## src/hdl/pwa_pkg.sv

```systemverilog
// constants and carrier types of the potentiometer serial-bus slave
// assumes nothing beyond a systemverilog compiler
package pwa_pkg;
    // -------------------------------------------------------------------
    // identification and register map
    // -------------------------------------------------------------------
    localparam logic [4:0] ID_FIXED      = 5'h14;   // 10100
    localparam logic [7:0] WIPER_ADDR    = 8'h00;
    localparam logic [7:0] ACCESS_ADDR   = 8'h10;
    localparam logic [7:0] WIPER_RESET   = 8'h80;
    localparam logic [7:0] ACCESS_RESET  = 8'h40;
    localparam logic [7:0] ACCESS_MASK   = 8'h40;   // only bit 6 is kept
    // -------------------------------------------------------------------
    // counts
    // -------------------------------------------------------------------
    localparam logic [3:0] BITS_PER_BYTE = 4'h8;
    localparam int         SYNC_STAGES   = 2;

    typedef enum logic [2:0] {
        PWA_IDLE  = 3'b000,
        PWA_ID    = 3'b001,
        PWA_ADDR  = 3'b010,
        PWA_WDATA = 3'b011,
        PWA_RDATA = 3'b100,
        PWA_RACK  = 3'b101
    } pwa_state_t;

    // sampled bus lines with their edge and condition events
    typedef struct packed {
        logic scl_rise;
        logic scl_fall;
        logic start;
        logic stop;
        logic sda;
    } pwa_bus_ev_t;
endpackage : pwa_pkg

```

## src/hdl/pwa_line_sync.sv

```systemverilog
// two-stage synchroniser and event finder for the serial clock and data
// assumes both lines are asynchronous to i_clk
`timescale 1ns/10ps
`default_nettype none
module pwa_line_sync (
    input  wire logic           i_clk,
    input  wire logic           i_rstn,
    input  wire logic           i_scl,
    input  wire logic           i_sda,
    output var pwa_pkg::pwa_bus_ev_t o_ev
);
    logic [1:0] meta_ff, nxt_meta;
    logic [1:0] sync_ff, nxt_sync;
    logic [1:0] prev_ff, nxt_prev;

    always_comb begin
        nxt_meta = {i_scl, i_sda};
        nxt_sync = meta_ff;
        nxt_prev = sync_ff;
    end

    // lines idle high, so reset to high avoids a false start
    always_ff @(posedge i_clk or negedge i_rstn) begin
        if (!i_rstn) begin
            meta_ff <= 2'h3;
            sync_ff <= 2'h3;
            prev_ff <= 2'h3;
        end else begin
            meta_ff <= nxt_meta;
            sync_ff <= nxt_sync;
            prev_ff <= nxt_prev;
        end
    end

    always_comb begin
        o_ev.scl_rise = sync_ff[1] & ~prev_ff[1];
        o_ev.scl_fall = ~sync_ff[1] & prev_ff[1];
        o_ev.start    = sync_ff[1] & prev_ff[1] & prev_ff[0] & ~sync_ff[0];
        o_ev.stop     = sync_ff[1] & prev_ff[1] & ~prev_ff[0] & sync_ff[0];
        o_ev.sda      = sync_ff[0];
    end
endmodule : pwa_line_sync
`default_nettype wire

```

## src/hdl/pwa_slave.sv

```systemverilog
// serial-bus slave holding the wiper and access control registers
// assumes a bus master drives the clock line; data line is open drain
`timescale 1ns/10ps
`default_nettype none
module pwa_slave (
    input  wire logic       i_clk,
    input  wire logic       i_rstn,
    input  wire logic       i_scl,
    input  wire logic       i_sda,
    input  wire logic       i_address_select_high_pin,
    input  wire logic       i_address_select_low_pin,
    output logic            o_sda_out,
    output logic            o_sda_oe_n,
    output logic [7:0]      o_wiper,
    output logic            o_shutdown_n
);
    // -------------------------------------------------------------------
    // line sampling
    // -------------------------------------------------------------------
    pwa_pkg::pwa_bus_ev_t ev;
    logic [1:0]           pin_meta_ff, pin_sync_ff;

    pwa_line_sync u_sync (
        .i_clk  (i_clk),
        .i_rstn (i_rstn),
        .i_scl  (i_scl),
        .i_sda  (i_sda),
        .o_ev   (ev)
    );

    // address pins are straps from outside, synchronised like the bus
    always_ff @(posedge i_clk or negedge i_rstn) begin
        if (!i_rstn) begin
            pin_meta_ff <= 2'h0;
            pin_sync_ff <= 2'h0;
        end else begin
            pin_meta_ff <= {i_address_select_high_pin,
                            i_address_select_low_pin};
            pin_sync_ff <= pin_meta_ff;
        end
    end

    function automatic logic id_match(input logic [7:0] b,
                                      input logic [1:0] pins);
        id_match = (b[7:3] == pwa_pkg::ID_FIXED) && (b[2:1] == pins);
    endfunction : id_match

    function automatic logic [7:0] reg_pick(input logic [7:0] a,
                                            input logic [7:0] w,
                                            input logic [7:0] c);
        if (a == pwa_pkg::ACCESS_ADDR)
            reg_pick = c;
        else if (a == pwa_pkg::WIPER_ADDR)
            reg_pick = w;
        else
            reg_pick = 8'h00;
    endfunction : reg_pick

    // -------------------------------------------------------------------
    // transaction state
    // -------------------------------------------------------------------
    pwa_pkg::pwa_state_t state_ff, nxt_state;
    logic [7:0] shift_ff, nxt_shift;
    logic [3:0] bit_ff, nxt_bit;
    logic       ack_ff, nxt_ack;      // in the ninth bit slot
    logic       ackok_ff, nxt_ackok;  // this ninth slot is acknowledged
    logic       addrok_ff, nxt_addrok;
    logic [7:0] addr_ff, nxt_addr;
    logic [7:0] wiper_ff, nxt_wiper;
    logic [7:0] access_ff, nxt_access;
    logic       sda_ff, nxt_sda;

    always_comb begin
        nxt_state  = state_ff;
        nxt_shift  = shift_ff;
        nxt_bit    = bit_ff;
        nxt_ack    = ack_ff;
        nxt_ackok  = ackok_ff;
        nxt_addrok = addrok_ff;
        nxt_addr   = addr_ff;
        nxt_wiper  = wiper_ff;
        nxt_access = access_ff;
        nxt_sda    = sda_ff;
        if (ev.start) begin
            // repeated start keeps the address byte for the read
            nxt_state = pwa_pkg::PWA_ID;
            nxt_bit   = 4'h0;
            nxt_ack   = 1'b0;
            nxt_sda   = 1'b1;
        end else if (ev.stop) begin
            nxt_state = pwa_pkg::PWA_IDLE;
            nxt_ack   = 1'b0;
            nxt_sda   = 1'b1;
        end else if (state_ff != pwa_pkg::PWA_IDLE) begin
            if (ev.scl_rise) begin
                if (state_ff == pwa_pkg::PWA_RACK) begin
                    // master ack keeps reading, nack ends it
                    if (ev.sda) begin
                        nxt_state = pwa_pkg::PWA_IDLE;
                    end else begin
                        nxt_state = pwa_pkg::PWA_RDATA;
                    end
                end else if (!ack_ff && state_ff != pwa_pkg::PWA_RDATA) begin
                    // outside a read, the data line is shifted in msb first
                    nxt_shift = {shift_ff[6:0], ev.sda};
                    nxt_bit   = bit_ff + 4'h1;
                end else if (state_ff == pwa_pkg::PWA_WDATA) begin
                    // transfer on the ninth clock of the data byte
                    if (addr_ff == pwa_pkg::WIPER_ADDR)
                        nxt_wiper = shift_ff;
                    else if (addr_ff == pwa_pkg::ACCESS_ADDR)
                        nxt_access = shift_ff & pwa_pkg::ACCESS_MASK;
                    nxt_state = pwa_pkg::PWA_IDLE;
                end
            end else if (ev.scl_fall) begin
                if (state_ff == pwa_pkg::PWA_RDATA && !ack_ff) begin
                    // drive next bit msb first
                    if (bit_ff == pwa_pkg::BITS_PER_BYTE) begin
                        nxt_ack   = 1'b1;
                        nxt_sda   = 1'b1;
                        nxt_state = pwa_pkg::PWA_RACK;
                    end else begin
                        nxt_sda   = shift_ff[7];
                        nxt_shift = {shift_ff[6:0], 1'b0};
                        nxt_bit   = bit_ff + 4'h1;
                    end
                end else if (state_ff == pwa_pkg::PWA_RACK) begin
                    nxt_sda = 1'b1;
                end else if (!ack_ff && bit_ff == pwa_pkg::BITS_PER_BYTE) begin
                    nxt_ack   = 1'b1;
                    nxt_ackok = 1'b1;
                    if (state_ff == pwa_pkg::PWA_ID)
                        nxt_ackok = id_match(shift_ff, pin_sync_ff);
                    else if (state_ff == pwa_pkg::PWA_RDATA)
                        nxt_ackok = 1'b0;
                    nxt_sda = ~nxt_ackok;
                end else if (ack_ff) begin
                    // end of ninth slot: advance
                    nxt_ack = 1'b0;
                    nxt_bit = 4'h0;
                    nxt_sda = 1'b1;
                    unique case (state_ff)
                        pwa_pkg::PWA_ID: begin
                            if (!ackok_ff)
                                nxt_state = pwa_pkg::PWA_IDLE;
                            else if (shift_ff[0] && addrok_ff) begin
                                nxt_state = pwa_pkg::PWA_RDATA;
                                nxt_shift = reg_pick(addr_ff, wiper_ff,
                                                     access_ff);
                                nxt_sda   = nxt_shift[7];
                                nxt_shift = {nxt_shift[6:0], 1'b0};
                                nxt_bit   = 4'h1;
                            end else if (shift_ff[0])
                                nxt_state = pwa_pkg::PWA_IDLE;
                            else begin
                                nxt_state  = pwa_pkg::PWA_ADDR;
                                nxt_addrok = 1'b0;
                            end
                        end
                        pwa_pkg::PWA_ADDR: begin
                            nxt_addr   = shift_ff;
                            nxt_addrok = 1'b1;
                            nxt_state  = pwa_pkg::PWA_WDATA;
                        end
                        pwa_pkg::PWA_WDATA: nxt_state = pwa_pkg::PWA_IDLE;
                        pwa_pkg::PWA_RDATA: nxt_state = pwa_pkg::PWA_RDATA;
                        pwa_pkg::PWA_RACK:  nxt_state = pwa_pkg::PWA_RACK;
                        pwa_pkg::PWA_IDLE:  nxt_state = pwa_pkg::PWA_IDLE;
                        default:            nxt_state = pwa_pkg::PWA_IDLE;
                    endcase
                end
            end
        end else if (ev.scl_fall) begin
            // standby: make sure the line is released after the last ack
            nxt_sda = 1'b1;
            nxt_ack = 1'b0;
        end
        // read data reload at the fall that ends an acknowledged ninth clock
        if (!ev.start && !ev.stop && ev.scl_fall &&
            state_ff == pwa_pkg::PWA_RDATA && ack_ff) begin
            nxt_shift = reg_pick(addr_ff, wiper_ff, access_ff);
            nxt_sda   = nxt_shift[7];
            nxt_shift = {nxt_shift[6:0], 1'b0};
            nxt_bit   = 4'h1;
        end
    end

    always_ff @(posedge i_clk or negedge i_rstn) begin
        if (!i_rstn) begin
            state_ff  <= pwa_pkg::PWA_IDLE;
            shift_ff  <= 8'h00;
            bit_ff    <= 4'h0;
            ack_ff    <= 1'b0;
            ackok_ff  <= 1'b0;
            addrok_ff <= 1'b0;
            addr_ff   <= 8'h00;
            wiper_ff  <= pwa_pkg::WIPER_RESET;
            access_ff <= pwa_pkg::ACCESS_RESET;
            sda_ff    <= 1'b1;
        end else begin
            state_ff  <= nxt_state;
            shift_ff  <= nxt_shift;
            bit_ff    <= nxt_bit;
            ack_ff    <= nxt_ack;
            ackok_ff  <= nxt_ackok;
            addrok_ff <= nxt_addrok;
            addr_ff   <= nxt_addr;
            wiper_ff  <= nxt_wiper;
            access_ff <= nxt_access;
            sda_ff    <= nxt_sda;
        end
    end

    // open drain: only a low is ever driven
    always_comb begin
        o_sda_out    = 1'b0;
        o_sda_oe_n   = sda_ff;
        o_wiper      = wiper_ff;
        o_shutdown_n = access_ff[6];
    end
endmodule : pwa_slave
`default_nettype wire

```

## config.mk

```make
export PLATFORM = sky130hd
export DESIGN_NAME = pwa_slave
export DESIGN_NICKNAME = d
export VERILOG_FILES = /design/src/hdl/pwa_pkg.sv /design/src/hdl/pwa_line_sync.sv /design/src/hdl/pwa_slave.sv
export SDC_FILE = /design/constraint.sdc
export NUM_CORES = 1
export LEC_CHECK = 0
export BUFFER_PORTS_ARGS = -buffer_cell sky130_fd_sc_hd__buf_2
export CAP_MARGIN = 10
export CORE_AREA = 2 2 78 80
export DETAILED_ROUTE_END_ITERATION = 10
export DIE_AREA = 0 0 80 82
export PLACE_DENSITY = 0.7
export SETUP_SLACK_MARGIN = 0.1
export SYNTH_ARGS = -nofsm -noshare
export SYNTH_HDL_FRONTEND = slang
export SYNTH_SLANG_ARGS = --single-unit
```

## constraint.sdc

```tcl
create_clock -name i_clk -period 2.55 [get_ports i_clk]
set_clock_uncertainty 0.15 [all_clocks]
set_input_delay 0.51 -clock i_clk [delete_from_list [all_inputs] [get_ports i_clk]]
set_output_delay 0.51 -clock i_clk [all_outputs]
set_load 0.01 [all_outputs]
```

==> key figures, run 1 <==
STA
  – Endpoints failing setup: 0
  – Tcrit/Tclk final: 93.6%
  – Maximum clock rate: 419 MHz
  – Max-Slew Margin vs Limit: 59.2%
  – Final Max Tran Viols: 0
  – Final worst slack: 0.164 ns
  – Min Tclk post-route: 2.39 ns
  – TNS Setup: 0 ns
  – Final Hold Viols: 0
  – RSZ-0062 raised after global routing: yes
  – Measured slew at the worst slew-check pin: 0.612 ns
  – Hold_ws: 0.0557 ns

Worst setup path
  – Class of the most critical setup path: reg2reg
  – Critical path startpoint category: flip-flop
  – CP Data Required Time: 2.60 ns
  – Crit Path Max Fanout: 8
  – Worst Path Arrival: 2.43 ns
  – Critical path capture point type: flip-flop

Place
  – Pre-CTS WS: 0.141 ns
  – IO buf count: 15
  – Placer Congestion: 0.876
  – Placement Cell Area: 0.00283 mm²
  – HPWL Detailed: 4310 µm

Synth
  – Post-synthesis register bit count: 46
  – Combinational family with the most area after synthesis: simple AND/OR/NAND/NOR gates
  – Post-Synth Adder-Cell Area: 2.94%
  – Syn. warnings: 0
  – Mapped Cells: 241
  – Mapped Nets: 252
  – Distinct cells, synth: 49
  – Average cell area after synthesis: 10.3 µm²
  – Main synth FF type: dfrtp_1
  – Post-synth EDFFs: 0
  – Register area share after synthesis: 47.0%
  – Async S/R FF share, synth: 100%
  – Compound-cell area share of the yosys netlist: 13.1%
  – Simple-gate share of the synthesized area: 19.4%
  – Multiplexer area fraction after synthesis: 13.5%
  – Post-synthesis cell area: 0.00247 mm²
  – Post-Synth XOR/XNOR Area: 1.06%

Floorplanning
  – Die width: 80 µm
  – Cell Rows: 28
  – Die Footprint: 0.00656 mm²
  – Starting Density: 43.0%
  – IO Pins: 17
  – Die height: 82 µm
  – Core footprint: 0.00575 mm²

GRT
  – Initial antenna violation count: 0
  – Largest net degree at the start of global routing: 29
  – GRT Util Overall: 20.0%
  – Number of global-route vias before repair: 1,938
  – Global-route wire length before repair: 9930 µm
  – Total gr overflow: 0

Final layout
  – Design area: 0.00294 mm²
  – Most common cell after layout, fill and taps aside: dfrtp_1
  – # diodes: 0
  – Commonest non-fill, non-tap cells in the layout: dfrtp_1 (36), nand2_1 (31), buf_4 (22)
  – Finished Core Util: 51.2%
  – Area occupied by multi-input gates: 0.00131 mm²
  – Register area: 0.00116 mm²
  – Synth-to-Final Area Change: 19.0%
  – Fill cell count: 533
  – Nets: 287
  – Layout cells sized above 1: 34.7%

Status
  – Outcome: complete, no violations

Detailed routing
  – DRT Pass-1 Iters: 4
  – DRT Wirelength: 5900 µm
  – Routed len/inst: 16.7 µm
  – DRT iter0 DRCs: 136
  – DRC viols: 0
  – Routed Antenna Nets: 0
  – Vias per cell: 5.59
  – Vias: 1,968

CTS
  – Clock Path Buffers: 2
  – Clock Latency Late Sink: 0.31 ns
  – Clk root buf: clkbuf_8
  – Clock sink count: 46
  – CTS tree: yes
  – CTS clk-pin slew, worst paths: 0.09 ns
  – Cts bufs inserted: 5
  – H-tree Lvls: 2

Power and ir drop
  – Pleak: 1.32 nW
  – PD cells: 493 mW/mm²
  – Max rail drop VDD: 0.000401 V

Worst hold path
  – Min-delay worst type: in2async

Flow run
  – Max Cap Viol: 0
## state kept, by name, indices dropped and copies added, names as in the netlist, 2 cells and up
register / count
addr_ff: 8
bit_ff: 4
o_wiper: 8
pin_meta_ff: 2
pin_sync_ff: 2
shift_ff: 8
state_ff: 3
u_sync.meta_ff: 2
u_sync.nxt_prev: 2
u_sync.prev_ff: 2
## cells in the mapped netlist (2+ instances only)
| cell | number | share of area, % |
|---|---|---|
| nand2b_1 | 5 | 1.3 |
| o21ai_0 | 12 | 2.4 |
| nand3_1 | 5 | 1.0 |
| a21oi_1 | 9 | 1.8 |
| dfrtp_1 | 37 | 37 |
| o41ai_1 | 3 | 1.1 |
| a21o_1 | 3 | 0.91 |
| a211oi_1 | 4 | 1.2 |
| buf_2 | 2 | 0.41 |
| nor2b_1 | 5 | 1.3 |
| mux2i_1 | 4 | 1.6 |
| ha_1 | 5 | 2.5 |
| nor3_1 | 7 | 1.4 |
| o31ai_1 | 2 | 0.61 |
| xnor2_1 | 2 | 0.71 |
| a211o_1 | 2 | 0.71 |
| inv_1 | 7 | 1.1 |
| a31o_2 | 2 | 0.71 |
| or4_1 | 5 | 1.5 |
| dfstp_2 | 9 | 9.6 |
| nand2_1 | 31 | 4.7 |
| nand3b_1 | 3 | 0.91 |
| and3b_1 | 3 | 1.1 |
| nor2_1 | 15 | 2.3 |
| or3_1 | 3 | 0.76 |
| clkbuf_1 | 7 | 1.1 |
| mux2_2 | 26 | 12 |
| nand4bb_1 | 2 | 0.91 |
## report_power, final
part / switching (mW) / leakage [nW] / internal [mW]
clock network: 0.261 / 0.0483 / 0.193
logic: 0.126 / 0.679 / 0.0945
registers: 0.0177 / 0.598 / 0.758
total: 0.405 / 1.32 / 1.05
## worst max-delay path: stages (launching register included)
cell and delay [ns]:
dfrtp_1 0.40, inv_1 0.06, ha_2 0.17, and3b_2 0.21, or3_4 0.36, a211oi_2 0.25
a21oi_2 0.07, nor3_4 0.15, buf_12 0.16, mux2_4 0.30
## layer usage
layer  global-route usage (%)  vias to the layer above  share of wire (%)
met1                     26.5                      991                 45
met4                     6.61                        0                1.6
met3                     4.51                        9                3.2
met5                        0                        -                  0
li1                         -                      938                  -
met2                     32.5                       30                 50
## path summary, 6_finish.rpt
path	start	endpoint	slack, ns	depth (start not counted)
max reg2reg	bit_ff[1]	shift_ff[6]	0.16	9
max in group asynchronous	i_rstn	o_wiper[7]	1.54	2
min in group i_clk	i_sda	u_sync.meta_ff[0]	0.15	1
min reg2reg	pin_meta_ff[1]	pin_sync_ff[1]	0.20	0
min	i_rstn	state_ff[0]	0.06	1
max	bit_ff[1]	shift_ff[6]	0.16	9
## what timing repair did
item	4_1_cts	5_1_grt
hold buffers	0	0
setup endpoints to repair	0	9
setup buffers	0	2
gates resized for setup	0	5
## layout make-up
class / count / share of cell area (%)
multi-input cells: 178 / 44.5
flip-flops and latches: 46 / 39.6
inverters: 7 / 0.893
clock inverters: 3 / 0.638
well taps: 75 / 3.19
clock buffers: 5 / 2.34
repair buffers: 38 / 8.85
## logic make-up (layout without fill, tap and decap cells)
kind of cell             Yosys count  count (layout)
AO/OA/AOI/OAI                     48              48
other                              1               1
AND/OR/NAND/NOR                   90              90
XOR/XNOR                           3               3
flip-flops                        46              46
buffers and inverters             17              53
multiplexers                      30              30
adder cells (fa/ha/maj)            6               6
## per-stage QoR
stage	total power [mW]	instances
floorplan	0.920	241
global placement	1.00	342
detailed placement	1.01	342
CTS	1.46	350
global route	1.53	352
finish	1.45	352
Note: power is estimated with default switching activity, not from simulation.
==> run 2: changes to the inputs <==
--- a/config.mk
+++ b/config.mk
@@ -8,6 +8,7 @@
 export BUFFER_PORTS_ARGS = -buffer_cell sky130_fd_sc_hd__buf_2
 export CAP_MARGIN = 10
 export CORE_AREA = 2 2 78 80
+export CTS_BUF_LIST = sky130_fd_sc_hd__clkbuf_16
 export DETAILED_ROUTE_END_ITERATION = 10
 export DIE_AREA = 0 0 80 82
 export PLACE_DENSITY = 0.7
==> run 2 against run 1 <==
Register-to-register slack is essentially flat. Die area is the same. Critical path depth is the same. Final area grew 1.9%. Wire length grew 0.58%. Worst hold slack gained 0.020 ns. Clock-buffer cell count is the same. First-iteration DRC count shrank 1.5%. Global-route usage is the same. Cell count is the same. Largest power group unchanged. Flip-flop and latch count is the same. Power grew 13%.
==> key figures, run 2 (synthesized netlist as in run 1, its figures left out) <==
STA
  – Endpoints failing setup: 0 (unchanged)
  – Max-Slew Margin vs Limit: 59.0% (was 59.2%)
  – Tcrit/Tclk final: 93.0% (was 93.6%)
  – Final Max Tran Viols: 0 (unchanged)
  – RSZ-0062 raised after global routing: no (was yes)
  – TNS Setup: 0 ns (unchanged)
  – Min Tclk post-route: 2.37 ns (was 2.39 ns)
  – Maximum clock rate: 422 MHz (was 419 MHz)
  – Measured slew at the worst slew-check pin: 0.615 ns (was 0.612 ns)
  – Hold_ws: 0.0757 ns (was 0.0557 ns)
  – Final Hold Viols: 0 (unchanged)

Final layout
  – Most common cell after layout, fill and taps aside: dfrtp_1 (unchanged)
  – Layout cells sized above 1: 34.7% (unchanged)
  – Register area: 0.00116 mm² (unchanged)
  – Design area: 0.00300 mm² (was 0.00294 mm²)
  – Nets: 287 (unchanged)
  – Commonest non-fill, non-tap cells in the layout: dfrtp_1 (36), nand2_1 (31), buf_4 (22) (unchanged)
  – Area occupied by multi-input gates: 0.00131 mm² (unchanged)
  – Synth-to-Final Area Change: 21.3% (was 19.0%)
  – Fill cell count: 528 (was 533)
  – # diodes: 0 (unchanged)

Detailed routing
  – DRT Wirelength: 5930 µm (was 5900 µm)
  – Vias per cell: 5.60 (was 5.59)
  – Routed Antenna Nets: 0 (unchanged)
  – Vias: 1,972 (was 1,968)
  – DRT Pass-1 Iters: 4 (unchanged)
  – DRT iter0 DRCs: 134 (was 136)
  – DRC viols: 0 (unchanged)
  – Routed len/inst: 16.8 µm (was 16.7 µm)

Floorplanning
  – Cell Rows: 28 (unchanged)
  – Die width: 80 µm (unchanged)
  – Die height: 82 µm (unchanged)
  – Core footprint: 0.00575 mm² (unchanged)
  – IO Pins: 17 (unchanged)
  – Starting Density: 43.0% (unchanged)
  – Die Footprint: 0.00656 mm² (unchanged)

CTS
  – Clock sink count: 46 (unchanged)
  – CTS tree: yes (unchanged)
  – Clock Latency Late Sink: 0.29 ns (was 0.31 ns)
  – H-tree Lvls: 2 (unchanged)
  – Cts bufs inserted: 5 (unchanged)
  – Hold buffer count at CTS: 0 (unchanged)
  – CTS clk-pin slew, worst paths: 0.07 ns (was 0.09 ns)
  – Clk root buf: clkbuf_16 (was clkbuf_8)
  – Clock Path Buffers: 2 (unchanged)

GRT
  – Number of global-route vias before repair: 1,967 (was 1,938)
  – Total gr overflow: 0 (unchanged)
  – Initial antenna violation count: 0 (unchanged)
  – GRT Util Overall: 20.0% (unchanged)
  – Global-route wire length before repair: 9990 µm (was 9930 µm)
  – Largest net degree at the start of global routing: 29 (unchanged)

Place
  – IO buf count: 15 (unchanged)
  – Placement Cell Area: 0.00283 mm² (unchanged)
  – Placer Congestion: 0.876 (unchanged)
  – HPWL Detailed: 4310 µm (unchanged)

Worst setup path
  – Critical path capture point type: flip-flop (unchanged)
  – Critical path startpoint category: flip-flop (unchanged)
  – CP Data Required Time: 2.57 ns (was 2.60 ns)
  – Crit Path Max Fanout: 8 (unchanged)
  – Worst Path Arrival: 2.40 ns (was 2.43 ns)
  – Class of the most critical setup path: reg2reg (unchanged)

Power and ir drop
  – Pleak: 1.35 nW (was 1.32 nW)
  – Max rail drop VDD: 0.000329 V (was 0.000401 V)
  – Overall Power: 1.65 mW (was 1.45 mW)
  – PD cells: 549 mW/mm² (was 493 mW/mm²)

Flow run
  – Max Cap Viol: 0 (unchanged)

Status
  – Outcome: complete, no violations (unchanged)

Worst hold path
  – Min-delay worst type: in2async (unchanged)
run 2: path summary, 6_finish.rpt:
kind                       cells after the start           endpoint           start  slack, ns
max                                            9        shift_ff[6]       bit_ff[1]       0.18
min                                            1        state_ff[0]          i_rstn       0.08
max reg2reg                                    9        shift_ff[6]       bit_ff[1]       0.18
min reg2reg                                    0     pin_sync_ff[1]  pin_meta_ff[1]       0.20
max in group asynchronous                      2         o_wiper[7]          i_rstn       1.52
min in group i_clk                             1  u_sync.meta_ff[0]           i_sda       0.17
run 2: power breakdown:
group / internal [mW] / switching, mW
Clock: 0.363 / 0.286
Sequential: 0.759 / 0.0177
Combinational: 0.0945 / 0.125
Total: 1.22 / 0.429
run 2: cell type report:
cell class	instances	area share, %
inverter	7	0.876
multi-input combinational	178	43.7
tap	75	3.13
clock buffer	5	4.17
timing repair buffer	38	8.68
clock inverter	3	0.626
sequential	46	38.8
run 2: through the flow:
stage	utilization, %	cells	setup slack, ns
after floorplan	-	241	-0.00313
after global placement	49.2	342	0.182
after detailed placement	49.2	342	0.141
after CTS	51.7	350	0.133
after global routing	52.2	352	0.0862
final	52.2	352	0.178
run 2: timing repair:
item,CTS,global route
setup endpoints to repair,0,9
gates resized for setup,0,5
buffers inserted,0,2
run 2: worst max-delay path: stages (launching register included):
cell	delay, ns
dfrtp_1	0.39
inv_1	0.06
ha_2	0.17
and3b_2	0.21
or3_4	0.36
a211oi_2	0.24
a21oi_2	0.07
nor3_4	0.15
buf_12	0.16
mux2_4	0.30
run 2: routing by layer:
metal	part of all wire, %	global-route usage (%)	up-vias	routed length (µm)
li1	-	-	936	-
met3	4.2	4.40	12	247
met5	0	0	-	0
met4	1.6	6.78	0	95
met1	45	26.7	977	2670
met2	49	32.3	47	2920
==> run 3: changes to the inputs <==
--- a/config.mk
+++ b/config.mk
@@ -7,10 +7,10 @@
 export LEC_CHECK = 0
 export BUFFER_PORTS_ARGS = -buffer_cell sky130_fd_sc_hd__buf_2
 export CAP_MARGIN = 10
-export CORE_AREA = 2 2 78 80
+export CORE_AREA = 2 2 89 70
 export CTS_BUF_LIST = sky130_fd_sc_hd__clkbuf_16
 export DETAILED_ROUTE_END_ITERATION = 10
-export DIE_AREA = 0 0 80 82
+export DIE_AREA = 0 0 91 72
 export PLACE_DENSITY = 0.7
 export SETUP_SLACK_MARGIN = 0.1
 export SYNTH_ARGS = -nofsm -noshare
==> run 3 against run 2 <==
Sequential share of layout area is 0.88 points lower. Power is 0.42% lower. Largest power group unchanged. Register-to-register slack worse by 0.03 ns. Wire length is 0.30% higher. Clock power is 2% lower. Highest routed layer unchanged. Die area is 0.12% lower. Global-route usage is 1.5 points lower. Largest cell class unchanged. Core utilization is 2.1 points higher. Non-clock buffer count is 6 higher. Worst setup slack worse by 0.030 ns.
==> key figures, run 3 (synthesized netlist as in run 1, its figures left out) <==
Worst setup path
  – Class of the most critical setup path: reg2reg (unchanged)
  – CP Data Required Time: 2.57 ns (about the same)
  – Worst Path Arrival: 2.42 ns (was 2.40 ns)
  – Critical path startpoint category: flip-flop (unchanged)
  – Max incr delay on CP: 0.41 ns (was 0.39 ns)
  – Slowest CP cell: dfrtp_1 (unchanged)
  – Critical path capture point type: flip-flop (unchanged)
  – Crit Path Max Fanout: 8 (unchanged)
  – Worst path cell trace: or3b_4 -> or3_4 -> a211oi_2 -> a21oi_2 -> nor3_4 -> buf_12 -> mux2_4 (was inv_1 -> ha_2 -> and3b_2 -> or3_4 -> a211oi_2 -> a21oi_2 -> nor3_4 -> buf_12 -> mux2_4)

Floorplanning
  – Cell Rows: 24 (was 28)
  – Die width: 91 µm (was 80 µm)
  – Die height: 72 µm (was 82 µm)
  – IO Pins: 17 (unchanged)
  – Core footprint: 0.00565 mm² (was 0.00575 mm²)
  – Die Footprint: 0.00655 mm² (was 0.00656 mm²)
  – Starting Density: 43.8% (was 43.0%)

CTS
  – Cts bufs inserted: 5 (unchanged)
  – Clk root buf: clkbuf_16 (unchanged)
  – Clock Path Buffers: 2 (unchanged)
  – H-tree Lvls: 2 (unchanged)
  – Clock sink count: 46 (unchanged)
  – CTS clk-pin slew, worst paths: 0.07 ns (about the same)
  – CTS tree: yes (unchanged)
  – Hold buffer count at CTS: 0 (unchanged)
  – Clock Latency Late Sink: 0.28 ns (was 0.29 ns)

Power and ir drop
  – Max rail drop VDD: 0.000307 V (was 0.000329 V)
  – Pleak: 1.39 nW (was 1.35 nW)
  – PD cells: 535 mW/mm² (was 549 mW/mm²)

Detailed routing
  – Routed len/inst: 16.5 µm (was 16.8 µm)
  – DRT iter0 DRCs: 176 (was 134)
  – DRC viols: 0 (unchanged)
  – DRT Pass-1 Iters: 5 (was 4)
  – Vias per cell: 5.64 (was 5.60)
  – Vias: 2,035 (was 1,972)
  – Routed Antenna Nets: 0 (unchanged)
  – DRT Wirelength: 5950 µm (was 5930 µm)

Final layout
  – Synth-to-Final Area Change: 24.0% (was 21.3%)
  – Nets: 293 (was 287)
  – Final Instance Count excl. Fillers: 361 (was 352)
  – # diodes: 0 (unchanged)
  – Finished Core Util: 54.3% (was 52.2%)
  – Layout cells sized above 1: 36.0% (was 34.7%)
  – Most common cell after layout, fill and taps aside: dfrtp_1 (unchanged)
  – Commonest non-fill, non-tap cells in the layout: dfrtp_1 (37), nand2_1 (31), buf_4 (26) (was dfrtp_1 (36), nand2_1 (31), buf_4 (22))
  – Design area: 0.00306 mm² (was 0.00300 mm²)

Place
  – Placer Congestion: 0.968 (was 0.876)
  – Pre-CTS WS: 0.133 ns (was 0.141 ns)
  – HPWL Detailed: 4080 µm (was 4310 µm)
  – Placed insts: 344 (was 342)
  – Placement Cell Area: 0.00283 mm² (about the same)
  – IO buf count: 15 (unchanged)

STA
  – Final Hold Viols: 0 (unchanged)
  – Maximum clock rate: 416 MHz (was 422 MHz)
  – Endpoints failing setup: 0 (unchanged)
  – RSZ-0062 raised after global routing: yes (was no)
  – Final Max Tran Viols: 0 (unchanged)
  – Final worst slack: 0.148 ns (was 0.178 ns)
  – Min Tclk post-route: 2.40 ns (was 2.37 ns)
  – Tcrit/Tclk final: 94.2% (was 93.0%)

GRT
  – Largest net degree at the start of global routing: 47 (was 29)
  – GRT Util Overall: 18.5% (was 20.0%)
  – Global-route wire length before repair: 9560 µm (was 9990 µm)
  – Number of global-route vias before repair: 1,854 (was 1,967)
  – Total gr overflow: 0 (unchanged)
  – Initial antenna violation count: 0 (unchanged)

Status
  – Outcome: complete, no violations (unchanged)

Flow run
  – Max Cap Viol: 0 (unchanged)

Worst hold path
  – Min-delay worst type: in2async (unchanged)
[run 3: area by class of cell]
type	count	area, µm²
Clock buffer	5	125
Tap cell	78	97.6
Fill cell	528	2580
Timing Repair Buffer	44	315
Inverter	7	26.3
Multi-Input combinational cell	178	1320
Sequential cell	46	1160
Clock inverter	3	16.3
[run 3: stage by stage]
step / TNS, ns / hold WS [ns] / power [mW]
after floorplan: -0.0250 / 0.0644 / 0.920
after CTS: 0 / 0.0609 / 1.64
after global routing: 0 / 0.0475 / 1.71
final: 0 / 0.0309 / 1.64
after global placement: 0 / 0.186 / 1.00
after detailed placement: 0 / 0.189 / 1.00
[run 3: final timing paths]
check / end / startpoint / slack [ns] / depth (start not counted)
worst max-delay path: shift_ff[0] / state_ff[1] / 0.15 / 7
worst min-delay path: ack_ff / i_rstn / 0.03 / 2
worst max register to register: shift_ff[0] / state_ff[1] / 0.15 / 7
worst min register to register: pin_sync_ff[0] / pin_meta_ff[0] / 0.20 / 0
max in group asynchronous: u_sync.prev_ff[0] / i_rstn / 1.92 / 2
min in group i_clk: u_sync.meta_ff[1] / i_scl / 0.17 / 1
[run 3: report_power, final]
part	internal (mW)	switching [mW]	leakage, nW
clock	0.358	0.276	0.0672
combinational	0.0957	0.127	0.718
sequential	0.759	0.0226	0.600
[run 3: per-layer routing]
layer  part of all wire [%]  vias up  GRT usage, %
met1                     52      992          29.0
met5                      0        -             0
met2                     41       80          26.3
met4                   0.92        0          4.88
li1                       -      955             -
met3                    6.1        8          3.12
[run 3: critical path: cells and delay by family, from the launching register on]
kind | cells | cell delay (ns)
simple gates | 3 | 0.94
flops | 1 | 0.41
compound gates | 2 | 0.31
mux | 1 | 0.30
buf+inv | 1 | 0.16
[run 3: repair_timing]
action / in CTS / in global routing
hold endpoints to repair: 0 / 0
setup endpoints to repair: 0 / 10
resized for setup: 0 / 8
buffers inserted: 0 / 8
